[src/can_mailbox_cfg.svh]
// Notes on behaviour
// - Transmit code arms buffer, rescan even idle
// - Code zero deactivates the buffer
// - Abort code cancels armed or aborted buffer, sets done flag
// - Done flag polled; irq only when masked in
// - Abort disabled: inactive code deactivates silently
// - Write, frame start or intermission end rescans
`ifndef CAN_MAILBOX_CFG_SVH
`define CAN_MAILBOX_CFG_SVH
`define CODE_OFF 4'h0
`define CODE_INACTIVE 4'h8
`define CODE_ABORT 4'h9
`define CODE_TX 4'hC
`endif

[src/can_mailbox_pkg.sv]
package can_mailbox_pkg;
    typedef enum logic [2:0] {
        ST_IDLE = 3'b001,
        ST_SCAN = 3'b010,
        ST_SEND = 3'b100
    } tx_state_t;
endpackage : can_mailbox_pkg

[src/can_mailbox_tx_arbitration.sv]
`timescale 1ns/1ps
`include "can_mailbox_cfg.svh"
module can_mailbox_tx_arbitration #(
    parameter int NUM_BUFS = 16,
    parameter int IDX_W = 4
) (
    // Clock and reset
    input wire logic clk,
    input wire logic arst_n,
    // Software state code writes and reads
    input wire logic code_wr,
    input wire logic [IDX_W-1:0] code_idx,
    input wire logic [3:0] code_data,
    input wire logic [IDX_W-1:0] rd_idx,
    output logic [3:0] rd_code,
    // Control
    input wire logic abort_enable,
    input wire logic [NUM_BUFS-1:0] buffer_irq_mask,
    input wire logic [NUM_BUFS-1:0] flag_clear,
    // Bus side events
    input wire logic intermission_end,
    input wire logic frame_start,
    input wire logic bus_idle,
    input wire logic tx_done,
    // Transmit request
    output logic tx_start,
    output logic [IDX_W-1:0] tx_idx,
    // Status
    output logic [NUM_BUFS-1:0] buffer_done_flag,
    output logic irq
);
    logic [3:0] code [NUM_BUFS];
    logic [3:0] next_code [NUM_BUFS];
    logic [NUM_BUFS-1:0] next_flag;
    logic rescan;
    logic next_rescan;
    can_mailbox_pkg::tx_state_t state;
    can_mailbox_pkg::tx_state_t next_state;
    logic [IDX_W-1:0] scan;
    logic [IDX_W-1:0] next_scan;
    logic [IDX_W-1:0] next_tx_idx;
    logic found;
    logic next_found;
    logic [IDX_W-1:0] win;
    logic [IDX_W-1:0] next_win;
    logic next_tx_start;
    logic [3:0] next_rd_code;

    wire logic wr_active = code_wr && code[code_idx] == `CODE_TX;

    always_comb
    begin
        for (int i = 0; i < NUM_BUFS; i++)
        begin
            next_code[i] = code[i];
            // Hardware set wins over software clear
            next_flag[i] = buffer_done_flag[i] & ~flag_clear[i];
        end
        if (tx_done && state == can_mailbox_pkg::ST_SEND)
        begin
            next_code[tx_idx] = `CODE_INACTIVE;
            next_flag[tx_idx] = 1'b1;
        end
        if (code_wr)
        begin
            if (code_data == `CODE_ABORT && abort_enable)
            begin
                if (wr_active || code[code_idx] == `CODE_ABORT)
                begin
                    next_code[code_idx] = `CODE_ABORT;
                    next_flag[code_idx] = 1'b1;
                end
                else
                begin
                    next_code[code_idx] = `CODE_INACTIVE;
                end
            end
            else if (code_data == `CODE_ABORT)
            begin
                next_code[code_idx] = `CODE_INACTIVE;
            end
            else
            begin
                next_code[code_idx] = code_data;
            end
        end
    end

    // rescan on any code write, frame start or intermission end
    always_comb
    begin
        next_rescan = rescan;
        if (code_wr || frame_start || intermission_end)
        begin
            next_rescan = 1'b1;
        end
        else if (state == can_mailbox_pkg::ST_IDLE && bus_idle)
        begin
            next_rescan = 1'b0;
        end
    end

    // Arbitration scan: lowest index wins, no identifier compare here
    always_comb
    begin
        next_state = state;
        next_scan = scan;
        next_found = found;
        next_win = win;
        next_tx_start = 1'b0;
        next_tx_idx = tx_idx;
        case (state)
            can_mailbox_pkg::ST_IDLE:
            begin
                if ((rescan || code_wr) && bus_idle)
                begin
                    next_state = can_mailbox_pkg::ST_SCAN;
                    next_scan = '0;
                    next_found = 1'b0;
                end
            end
            can_mailbox_pkg::ST_SCAN:
            begin
                // use next_code so a same-cycle write is seen
                if (!found && next_code[scan] == `CODE_TX)
                begin
                    next_found = 1'b1;
                    next_win = scan;
                end
                if (scan == IDX_W'(NUM_BUFS - 1))
                begin
                    if (found || next_code[scan] == `CODE_TX)
                    begin
                        next_state = can_mailbox_pkg::ST_SEND;
                        next_tx_start = 1'b1;
                        next_tx_idx = found ? win : scan;
                    end
                    else
                    begin
                        next_state = can_mailbox_pkg::ST_IDLE;
                    end
                end
                else
                begin
                    next_scan = scan + 1'b1;
                end
            end
            can_mailbox_pkg::ST_SEND:
            begin
                // Aborted or deactivated mid-frame ends the wait too
                if (tx_done || code[tx_idx] != `CODE_TX)
                begin
                    next_state = can_mailbox_pkg::ST_IDLE;
                end
            end
            default:
            begin
                next_state = can_mailbox_pkg::ST_IDLE;
            end
        endcase
        next_rd_code = next_code[rd_idx];
    end

    always_ff @(posedge clk or negedge arst_n)
    begin
        if (!arst_n)
        begin
            for (int i = 0; i < NUM_BUFS; i++)
            begin
                code[i] <= `CODE_OFF;
            end
            buffer_done_flag <= '0;
            rescan <= 1'b0;
            state <= can_mailbox_pkg::ST_IDLE;
            scan <= '0;
            found <= 1'b0;
            win <= '0;
            tx_start <= 1'b0;
            tx_idx <= '0;
            rd_code <= 4'h0;
        end
        else
        begin
            code <= next_code;
            buffer_done_flag <= next_flag;
            rescan <= next_rescan;
            state <= next_state;
            scan <= next_scan;
            found <= next_found;
            win <= next_win;
            tx_start <= next_tx_start;
            tx_idx <= next_tx_idx;
            rd_code <= next_rd_code;
        end
    end

    assign irq = |(buffer_done_flag & buffer_irq_mask);

    a_abort_flag: assert property (
        @(posedge clk) disable iff (!arst_n)
        code_wr && abort_enable && code_data == `CODE_ABORT && wr_active
        |=> buffer_done_flag[$past(code_idx)])
        else $error("abort did not set done flag");

    a_zero_off: assert property (
        @(posedge clk) disable iff (!arst_n)
        code_wr && code_data == `CODE_OFF |=> code[$past(code_idx)] == 4'h0)
        else $error("zero code did not deactivate");

    a_silent_off: assert property (
        @(posedge clk) disable iff (!arst_n)
        code_wr && !abort_enable && code_data == `CODE_ABORT
        |=> code[$past(code_idx)] == `CODE_INACTIVE)
        else $error("inactive write wrong");

    a_irq_mask: assert property (
        @(posedge clk) disable iff (!arst_n)
        tx_done && state == can_mailbox_pkg::ST_SEND
        && buffer_irq_mask[tx_idx]
        |=> irq || buffer_irq_mask != $past(buffer_irq_mask))
        else $error("masked done flag raised no irq");

    a_arm_scan: assert property (
        @(posedge clk) disable iff (!arst_n)
        code_wr && code_data == `CODE_TX && bus_idle
        && state == can_mailbox_pkg::ST_IDLE
        |=> state == can_mailbox_pkg::ST_SCAN)
        else $error("armed buffer not scanned");

    a_late_write: assert property (
        @(posedge clk) disable iff (!arst_n)
        state == can_mailbox_pkg::ST_SCAN && scan == IDX_W'(NUM_BUFS - 1)
        && code_wr && code_idx == scan && code_data == `CODE_TX
        |=> tx_start)
        else $error("late write missed by scan");

    a_rescan_evt: assert property (
        @(posedge clk) disable iff (!arst_n)
        (frame_start || intermission_end) |=> rescan)
        else $error("rescan not requested");

    a_flag_sticky: assert property (
        @(posedge clk) disable iff (!arst_n)
        buffer_done_flag[5] && !flag_clear[5] |=> buffer_done_flag[5])
        else $error("done flag lost");
endmodule : can_mailbox_tx_arbitration

[config.mk]
export PLATFORM = sky130hd
export DESIGN_NAME = can_mailbox_tx_arbitration
export DESIGN_NICKNAME = d
export VERILOG_FILES = /design/src/can_mailbox_pkg.sv /design/src/can_mailbox_tx_arbitration.sv
export VERILOG_INCLUDE_DIRS = /design/src
export SDC_FILE = /design/constraint.sdc
export NUM_CORES = 1
export LEC_CHECK = 0
export BUFFER_PORTS_ARGS = -buffer_cell sky130_fd_sc_hd__buf_4
export CAP_MARGIN = 15
export CELL_PAD_IN_SITES_DETAIL_PLACEMENT = 1
export CELL_PAD_IN_SITES_GLOBAL_PLACEMENT = 2
export CORE_MARGIN = 10
export CORE_UTILIZATION = 34
export DETAILED_ROUTE_END_ITERATION = 6
export HOLD_SLACK_MARGIN = 0.06
export PLACE_DENSITY_LB_ADDON = 0.1
export SYNTH_ARGS = -nofsm -noshare
export SYNTH_HDL_FRONTEND = slang
export SYNTH_SLANG_ARGS = --single-unit
export TNS_END_PERCENT = 30
[constraint.sdc]
create_clock -name clk -period 3 [get_ports clk]
set_input_delay 0.15 -clock clk [delete_from_list [all_inputs] [get_ports clk]]
set_output_delay 0.15 -clock clk [all_outputs]
set_load 0.005 [all_outputs]
---- After elaboration in Yosys (flattened, before gate mapping) ----
Index checks and enable logic that the tools add are counted.
operators by class
  add/sub/neg operators ................... 1
  multipliers ............................. 0
  div/mod/pow operators ................... 0
  order comparisons ....................... 10
  eq/ne operators ......................... 14
  shifts and indexed selects .............. 0
  multiplexer cells ....................... 47
  bitwise logic cells ..................... 48
  reductions and logical operators ........ 25
operator list
  kind                number
  $mux 64             5
  $and 48x48->48      2
  $not 48->48         2
  $bmux 4 s4          4
  $bwmux 64           1
  $mux 16             4
  $or 16x16->16       4
  $mux 4              13
  $and 32x32->32      1
  $demux 4 s4         2
  $not 32->32         1
  $or 32x32->32       1
  $eq 4x4->1 const B  5
  $ge 5x5->1 const B  4
  $not 4->5           4
  $and 1x1->1         16
  $and 16x16->16      1
  $not 1->1           16
  $reduce_or 16->1    1
  $mux 3              4
  $reduce_and 3->1    4
  $logic_and 1x1->1   10
  $lt 4x5->1 const B  2
  $lt 5x1->1 const B  2
  17 further kinds    36
storage, ports and cells
  flip-flop bits (word level) ............. 102
  bits in latches ......................... 0
  bits in writable memories ............... 0
  ROM bits ................................ 0
  bits of input ports ..................... 52
  output and inout bits ................... 26
  word-level logic and storage cells ...... 170
  memories ................................ 0

---- Logic depth before layout (Yosys ltp) ----
Gate-level depths: netlist of the first run.
  word-level depth ........................ 20
  mapped depth ............................ 12
  mapped depth without buffers ............ 9

---- Worst setup path before layout of the first run ----
No wires, ideal clock.
  path kind ............................... register to register
  start point ............................. reg tx_idx[2]
  end point ............................... reg win[3]
  setup time .............................. 0.125 ns
  data arrival time ....................... 2.911 ns
  required time ........................... 2.875 ns
  slack ................................... -0.036 ns
  stages on the path, launching flop included .. 10
  buffers on the path ..................... 0
  period minus slack after synthesis ...... 3.036 ns
  cells stage by stage .................... dfrtp_1 -> or4b_1 -> o22ai_2 -> o22a_2 -> a211oi_1 -> or4_1 -> or3_4 -> a211oi_4 -> nand4_4 -> mux2_4
RTL lines
  item                    line                               source
  start, declared         can_mailbox_tx_arbitration.sv:27   output logic [IDX_W-1:0] tx_idx,
  start signal, assigned  can_mailbox_tx_arbitration.sv:192  tx_idx <= next_tx_idx;
  end signal, assigned    can_mailbox_tx_arbitration.sv:190  win <= next_win;
  end, declared           can_mailbox_tx_arbitration.sv:44   logic [IDX_W-1:0] win;

==> key figures, run 1 <==
Yosys
  – Mean Syn Cell Area: 9.58 um2
  – Post-synth top area share: 35.8%
  – Unique cell type count in the Yosys netlist: 90
  – Mapped Cells: 736
  – Warnings, synthesis: 0
  – Area of the mapped netlist: 0.00705 mm2
  – #FFs+latches synth: 102
  – Leading area contributor after synthesis: dfrtp_1
  – Post-synthesis sequential area ratio: 36.2%
  – Syn Nets: 789
  – Post-synth EDFFs: 0
  – Top cells by area, synth: dfrtp_1, mux4_2, nand2_1
  – Async set-reset flop share out of synthesis: 100%
  – Ys flop type: dfrtp_1

Timing
  – Period minus WS final: 3.29 ns
  – Final WS setup: -0.291 ns
  – Relative slew slack: 54.0%
  – Worst Tran Pin Value: 0.689 ns
  – Clk_skew: 0.00921 ns
  – Final setup violation count: 15
  – F_max: 304 MHz
  – RSZ-0062 raised after global routing: true
  – Final setup TNS: -2.79 ns
  – Final Hold Viols: 0
  – Max Slew Vio Count: 0
  – Final period utilization: 110%

Setup path
  – Slowest cell on crit path: or4b_1
  – WP buf/inv: 2
  – R2R Setup Slk: -0.29 ns
  – WP data arrival: 3.55 ns
  – Crit path max-delay family: compound AO/OA/AOI/OAI gates
  – Required time of the critical path: 3.26 ns
  – CP endpoint kind: register
  – CP Class: reg -> reg
  – CP cell instances: buf_4, nor4b_4, buf_6, a22oi_4, a22o_1, or4b_1, a32o_1, o22a_4, a211oi_4, nand4_4, mux2_4
  – Startpoint types: register
  – Max incr delay on CP: 0.46 ns
  – Crit Path Max Fanout: 7

Clock tree
  – Num CTS Buffers: 9
  – CTS sink cnt: 102
  – TritonCTS clock tree: built
  – Clk slew on worst S/H paths: 0.08 ns
  – H-Tree Depth: 3
  – Skew-Pair Late Insertion Delay: 0.37 ns
  – Clock Root Buffer: clkbuf_16
  – Max Root-Sink Buffers: 2

Route
  – Remaining DRCs: 0
  – Via density: 6.00
  – Starting DRT DRC Count: 529
  – ANT nets after route: 0
  – Post-Route WL: 37600 um
  – Vias: 7844
  – Pre-Repair DR Iteration Count: 6
  – Routed len/inst: 28.8 um

Placement
  – Cell Area, Placed: 0.00959 mm2
  – Place WS: -0.390 ns
  – GPL Wtd Cong: 1.02
  – PortBufs: 77
  – HPWL Detailed: 30500 um

Run
  – # Max-Cap Violations: 0

Global route
  – Vias in the first global route: 8388
  – GRT Util Overall: 28.0%
  – Pin count of the biggest net entering global routing: 50
  – Overflow after GRT: 0
  – Global-route wire length before repair: 55100 um
  – Initial antenna violation count: 0

Outcome
  – Failing checks: setup timing
  – Status: complete, but fails checks

Layout
  – Layout cells sized above 1: 41.9%
  – Area grow syn2layout: 44.5%
  – Area of the multi-input gates: 0.00423 mm2
  – Register area: 0.00256 mm2
  – Finished Core Util: 50.2%
  – Layout net count: 1086
  – Fin area: 0.0102 mm2
  – Filler cells: 2324
  – # diodes: 0

Power and ir drop
  – Lkg Pwr: 0.00461 uW
  – Tot Pwr: 5830 uW
  – Maximum VDD drop: 0.301 mV
  – Pwr per Cell Area: 572 mW/mm2

Die
  – Die Wd: 164 um
  – Die area: 0.0269 mm2
  – I/O pin count: 78
  – Rows: 52
  – Starting Density: 34.7%
  – Area of the core: 0.0203 mm2
  – Die height: 164 um

Min path
  – Min-delay worst type: in -> reg
==> where the power goes <==
group | switching [uW] | internal, uW
Clock | 604 | 813
Sequential | 217 | 1620
Combinational | 1350 | 1230
==> cell usage in the layout (no fill, tap or decap), types with 5 or more instances in the layout <==
master           n
a211oi_1        10
a21oi_1         30
a221oi_1         7
a22o_1          21
a31oi_1          7
a32o_1           7
and2_1           6
and3_1           5
buf_12           5
buf_4          323
clkbuf_16        9
dfrtp_1         99
dlygate4sd3_1    8
inv_1           27
mux2i_1          5
mux4_2          35
nand2_1         96
nand2b_1        11
nand3_1         46
nand4_1          5
nor2_1          46
nor2b_1         10
nor3_1          12
o211ai_1        14
o21ai_0         36
o21ai_1          5
o221ai_1         6
o22ai_1          5
o31ai_1          5
==> area by class of cell <==
class                   count  area share [%]
clock buffers               9            2.21
clock inverters             6            1.09
inverters                  28            1.03
multi-input cells         554            41.5
flip-flops and latches    102            25.1
well taps                 270            3.32
repair buffers            338            25.8
==> kinds of logic (layout without fill, tap and decap cells) <==
group,after synthesis,count (layout),synth area share [%]
mux,49,49,14.2
fa+ha+maj,1,1,0.177
xor+xnor,4,4,0.497
simple gates,285,285,21.0
flops,102,102,36.2
compound gates,215,215,22.4
buf+inv,80,381,5.52
==> cells in the mapped netlist (14+ instances only) <==
library cell	n
a21oi_1	32
a22o_1	21
buf_2	14
clkbuf_1	25
dfrtp_1	101
inv_1	27
mux4_2	35
nand2_1	96
nand3_1	47
nor2_1	48
o211ai_1	14
o21ai_0	37
==> worst min-delay path, delay by kind of cell <==
| kind | cells | cell delay (ns) |
|---|---|---|
| AO/OA/AOI/OAI | 1 | 0.07 |
| buffers and inverters | 1 | 0.08 |
| AND/OR/NAND/NOR | 1 | 0.09 |
==> state kept, by name, indices dropped and copies added (netlist names) <==
signal and flops:
code 64, rd_code 4, tx_idx 4, buffer_done_flag 16
win 4, found 1, rescan 1, state 3
tx_start 1, scan 4
==> through the flow <==
stage | hold slack, ns | cells
global placement | 0.189 | 1276
finish | 0.0670 | 1307
CTS | 0.0708 | 1305
global route | 0.0835 | 1307
detailed placement | 0.188 | 1276
floorplan | -0.146 | 736
==> timing repair <==
action,CTS,global route
endpoints found under the hold margin,45,0
pin swaps,10,3
setup endpoints to repair,15,15
hold buffers,8,0
setup buffers,6,2
gates resized for setup,19,12
==> per-layer routing <==
metal | wire length, um | vias to the layer above | global-route usage [%]
met5 | 0 | - | 0
met4 | 1290 | 0 | 12.2
met3 | 3370 | 64 | 8.11
met2 | 17100 | 367 | 44.0
met1 | 15800 | 4002 | 35.0
li1 | - | 3411 | -
==> worst paths after layout <==
kind,startpoint,end,cells past startpoint
min in group asynchronous,arst_n,buffer_done_flag[13],2
min,flag_clear[9],buffer_done_flag[9],3
max,state[1],win[1],11
max in group asynchronous,arst_n,code[44],3
max reg2reg,state[1],win[1],11
min reg2reg,rescan,rescan,2
No activity file was read; power rests on OpenSTA's default activity.
==> run 2, diff against run 1 <==
--- a/config.mk
+++ b/config.mk
@@ -14,7 +14,8 @@
 export CORE_UTILIZATION = 34
 export DETAILED_ROUTE_END_ITERATION = 6
 export HOLD_SLACK_MARGIN = 0.06
-export PLACE_DENSITY_LB_ADDON = 0.1
+export MAX_ROUTING_LAYER = met4
+export PLACE_DENSITY = 0.85
 export SYNTH_ARGS = -nofsm -noshare
 export SYNTH_HDL_FRONTEND = slang
 export SYNTH_SLANG_ARGS = --single-unit
==> key figures, run 2 (synthesis results as in run 1) <==
Die
  – I/O pin count: 78 (unchanged)
  – Die area: 0.0269 mm2 (unchanged)
  – Starting Density: 34.7% (unchanged)
  – Area of the core: 0.0203 mm2 (unchanged)
  – Rows: 52 (unchanged)
  – Die height: 164 um (unchanged)
  – Die Wd: 164 um (unchanged)

Global route
  – Initial antenna violation count: 0 (unchanged)
  – Global-route wire length before repair: 52700 um (-4.4%)
  – Grt met3 use: 5.83% (-2.3 points)
  – Pin count of the biggest net entering global routing: 67 (+34%)
  – Overflow after GRT: 0 (unchanged)
  – GRT Util Overall: 27.3% (-0.67 points)
  – GRT met2 Usage: 41.6% (-2.3 points)
  – Vias in the first global route: 7971 (-5.0%)
  – Top Usage Layer GRT: met2
  – Met1 global-route usage: 35.3% (+0.28 points)

Setup path
  – Max incr delay on CP: 0.47 ns (about the same)
  – CP cell instances: nor4b_4, buf_12, a22oi_4, a22o_1, or4b_1, a32o_2, o22a_4, a211oi_4, nand4_4, mux2_4
  – Reg2Reg Launch Point: tx_idx[2]
  – R2R depth: 10 (-1)
  – CP endpoint kind: register
  – Worst Setup EP: win[0]
  – Crit path from: tx_idx[2]
  – Startpoint types: register
  – Worst reg2reg path endpoint: win[0]
  – CP Class: reg -> reg
  – Required time of the critical path: 3.25 ns (about the same)
  – Crit Path Max Fanout: 5 (-2)
  – R2R Setup Slk: -0.21 ns (+0.08 ns)
  – WP data arrival: 3.46 ns (-0.09 ns)
  – Slowest cell on crit path: or4b_1

Clock tree
  – Clk slew on worst S/H paths: 0.08 ns (about the same)
  – TritonCTS clock tree: built
  – Clock Root Buffer: clkbuf_16
  – H-Tree Depth: 3 (unchanged)
  – CTS sink cnt: 102 (unchanged)
  – Skew-Pair Late Insertion Delay: 0.36 ns (about the same)
  – Max Root-Sink Buffers: 2 (unchanged)
  – Num CTS Buffers: 9 (unchanged)

Power and ir drop
  – Clock Power Share: 20.7% (-3.6 points)
  – Pwr per Cell Area: 556 mW/mm2 (-2.8%)
  – P_sw: 2190 uW (+1.1%)
  – Sequential power share: 33.4% (+1.8 points)
  – Lkg Pwr: 0.00454 uW (-1.5%)
  – Internal: 3440 uW (-6.0%)
  – Maximum VDD drop: 0.259 mV (-14%)
  – Comb pwr share: 46.0% (+1.9 points)
  – Switching share of power: 38.9% (+1.7 points)

Layout
  – Commonest non-fill, non-tap cell in the layout: buf_4
  – Max reg flops: 64 (unchanged)
  – Layout cells sized above 1: 42.6% (+0.70 points)
  – Area of the multi-input gates: 0.00430 mm2 (+1.7%)
  – # diodes: 0 (unchanged)
  – Top Registers: code x64, buffer_done_flag x16
  – Reg with most FFs: code
  – Area grow syn2layout: 43.6%
  – Filler cells: 2355 (+1.3%)
  – Non-Filler Instances: 1297 (-0.77%)
  – Layout net count: 1076 (-0.92%)
  – Most frequent cells in the layout: buf_4, dfrtp_1, nand2_1
  – Register area: 0.00256 mm2 (about the same)

Route
  – ANT nets after route: 0 (unchanged)
  – Post-Route WL: 36000 um (-4.3%)
  – Via density: 6.00 (about the same)
  – Pre-Repair DR Iteration Count: 7 (+1)
  – Starting DRT DRC Count: 802 (+52%)
  – Remaining DRCs: 0 (unchanged)
  – Vias: 7781 (-0.80%)
  – Routed len/inst: 27.7 um (-3.6%)

Placement
  – PortBufs: 77 (unchanged)
  – GPL Wtd Cong: 1.03 (+0.36%)
  – HPWL Detailed: 29000 um (-4.9%)
  – Cells after DPL: 1264 (-0.94%)

Timing
  – Clk_skew: 0.00805 ns (-0.00117 ns)
  – Final period utilization: 107% (-2.7 points)
  – Max Slew Vio Count: 0 (unchanged)
  – Hold WS: 0.0649 ns (-0.00213 ns)
  – Final Hold Viols: 0 (unchanged)
  – Relative slew slack: 48.8% (-5.2 points)
  – F_max: 312 MHz (+2.5%)
  – RSZ-0062 raised after global routing: true
  – Final WS setup: -0.210 ns (+0.0813 ns)
  – Worst Tran Pin Value: 0.766 ns (+0.0772 ns)
  – Final setup violation count: 12 (-3)
  – Period minus WS final: 3.21 ns (-0.0813 ns)

Min path
  – Min-delay worst type: in -> reg

Run
  – # Max-Cap Violations: 0 (unchanged)

Outcome
  – Failing checks: setup timing
  – Status: complete, but fails checks
==> run 2: cell types whose count changed in the layout (fill, tap and decap cells not counted), sizes merged <==
| cell | delta |
|---|---|
| buf | -10 |
| bufinv | -3 |
| clkbuf | +1 |
| clkinv | -2 |
| clkinvlp | +1 |
| inv | +3 |
==> run 2: worst min path at each step <==
stage                              from             endpoint  slack (ns)  depth (start not counted)
after floorplan                  arst_n  buffer_done_flag[0]       -0.15                          0
after global placement           arst_n             code[12]        0.15                          1
after detailed placement         arst_n              code[8]        0.15                          1
after CTS                 flag_clear[9]  buffer_done_flag[9]        0.07                          3
after global routing      flag_clear[9]  buffer_done_flag[9]        0.06                          3
final                     flag_clear[9]  buffer_done_flag[9]        0.06                          3
==> run 2: cell type report <==
class / instances / area share [%]
Tap cell: 270 / 3.34
Clock buffer: 10 / 2.26
Clock inverter: 5 / 0.408
Inverter: 28 / 1.04
Timing Repair Buffer: 328 / 25.2
Sequential cell: 102 / 25.3
Multi-Input combinational cell: 554 / 42.4
==> run 2: timing repair <==
| item | in CTS | in global routing |
|---|---|---|
| endpoints found under the hold margin | 42 | 0 |
| setup endpoints to repair | 15 | 14 |
| setup buffers | 6 | 4 |
| gates resized for setup | 19 | 29 |
| hold buffers | 8 | 0 |
| pin swaps | 11 | 5 |
==> run 2: per-layer routing <==
metal  vias to the layer above  part of all wire, %  wire length [um]
li1                       3381                    -                 -
met1                      3955                   43             15500
met2                       383                   45             16300
met3                        62                  8.2              2950
met4                         0                  3.3              1190
met5                         -                    0                 0
==> run 2: stage by stage <==
stage | TNS [ns] | cell area [um2] | utilization (%) | power (uW) | setup WS (ns)
finish | -1.33 | 10100 | 49.9 | 5630 | -0.210
global route | -2.82 | 10100 | 49.9 | 5870 | -0.286
CTS | -1.51 | 9970 | 49.1 | 5520 | -0.199
detailed placement | -2.68 | 9500 | 46.8 | 4290 | -0.322
global placement | -2.46 | 9500 | 46.8 | 4260 | -0.239
floorplan | -0.0431 | 7060 | - | 3020 | -0.0108
==> run 2: power groups by stage <==
stage | Combinational (uW) | Clock [uW] | Sequential, uW
finish | 2590 | 1160 | 1880
global route | 2740 | 1240 | 1900
CTS | 2470 | 1170 | 1870
detailed placement | 2390 | 0 | 1890
global placement | 2380 | 0 | 1880
floorplan | 1210 | 0 | 1810
==> run 2: critical path, delay by kind of cell (launching register included) <==
kind,cells,cell delay (ns)
AOI/OAI and AO/OA,5,1.12
buffers and inverters,1,0.16
DFF,1,0.44
muxes,1,0.33
and+or+nand+nor,3,1.03
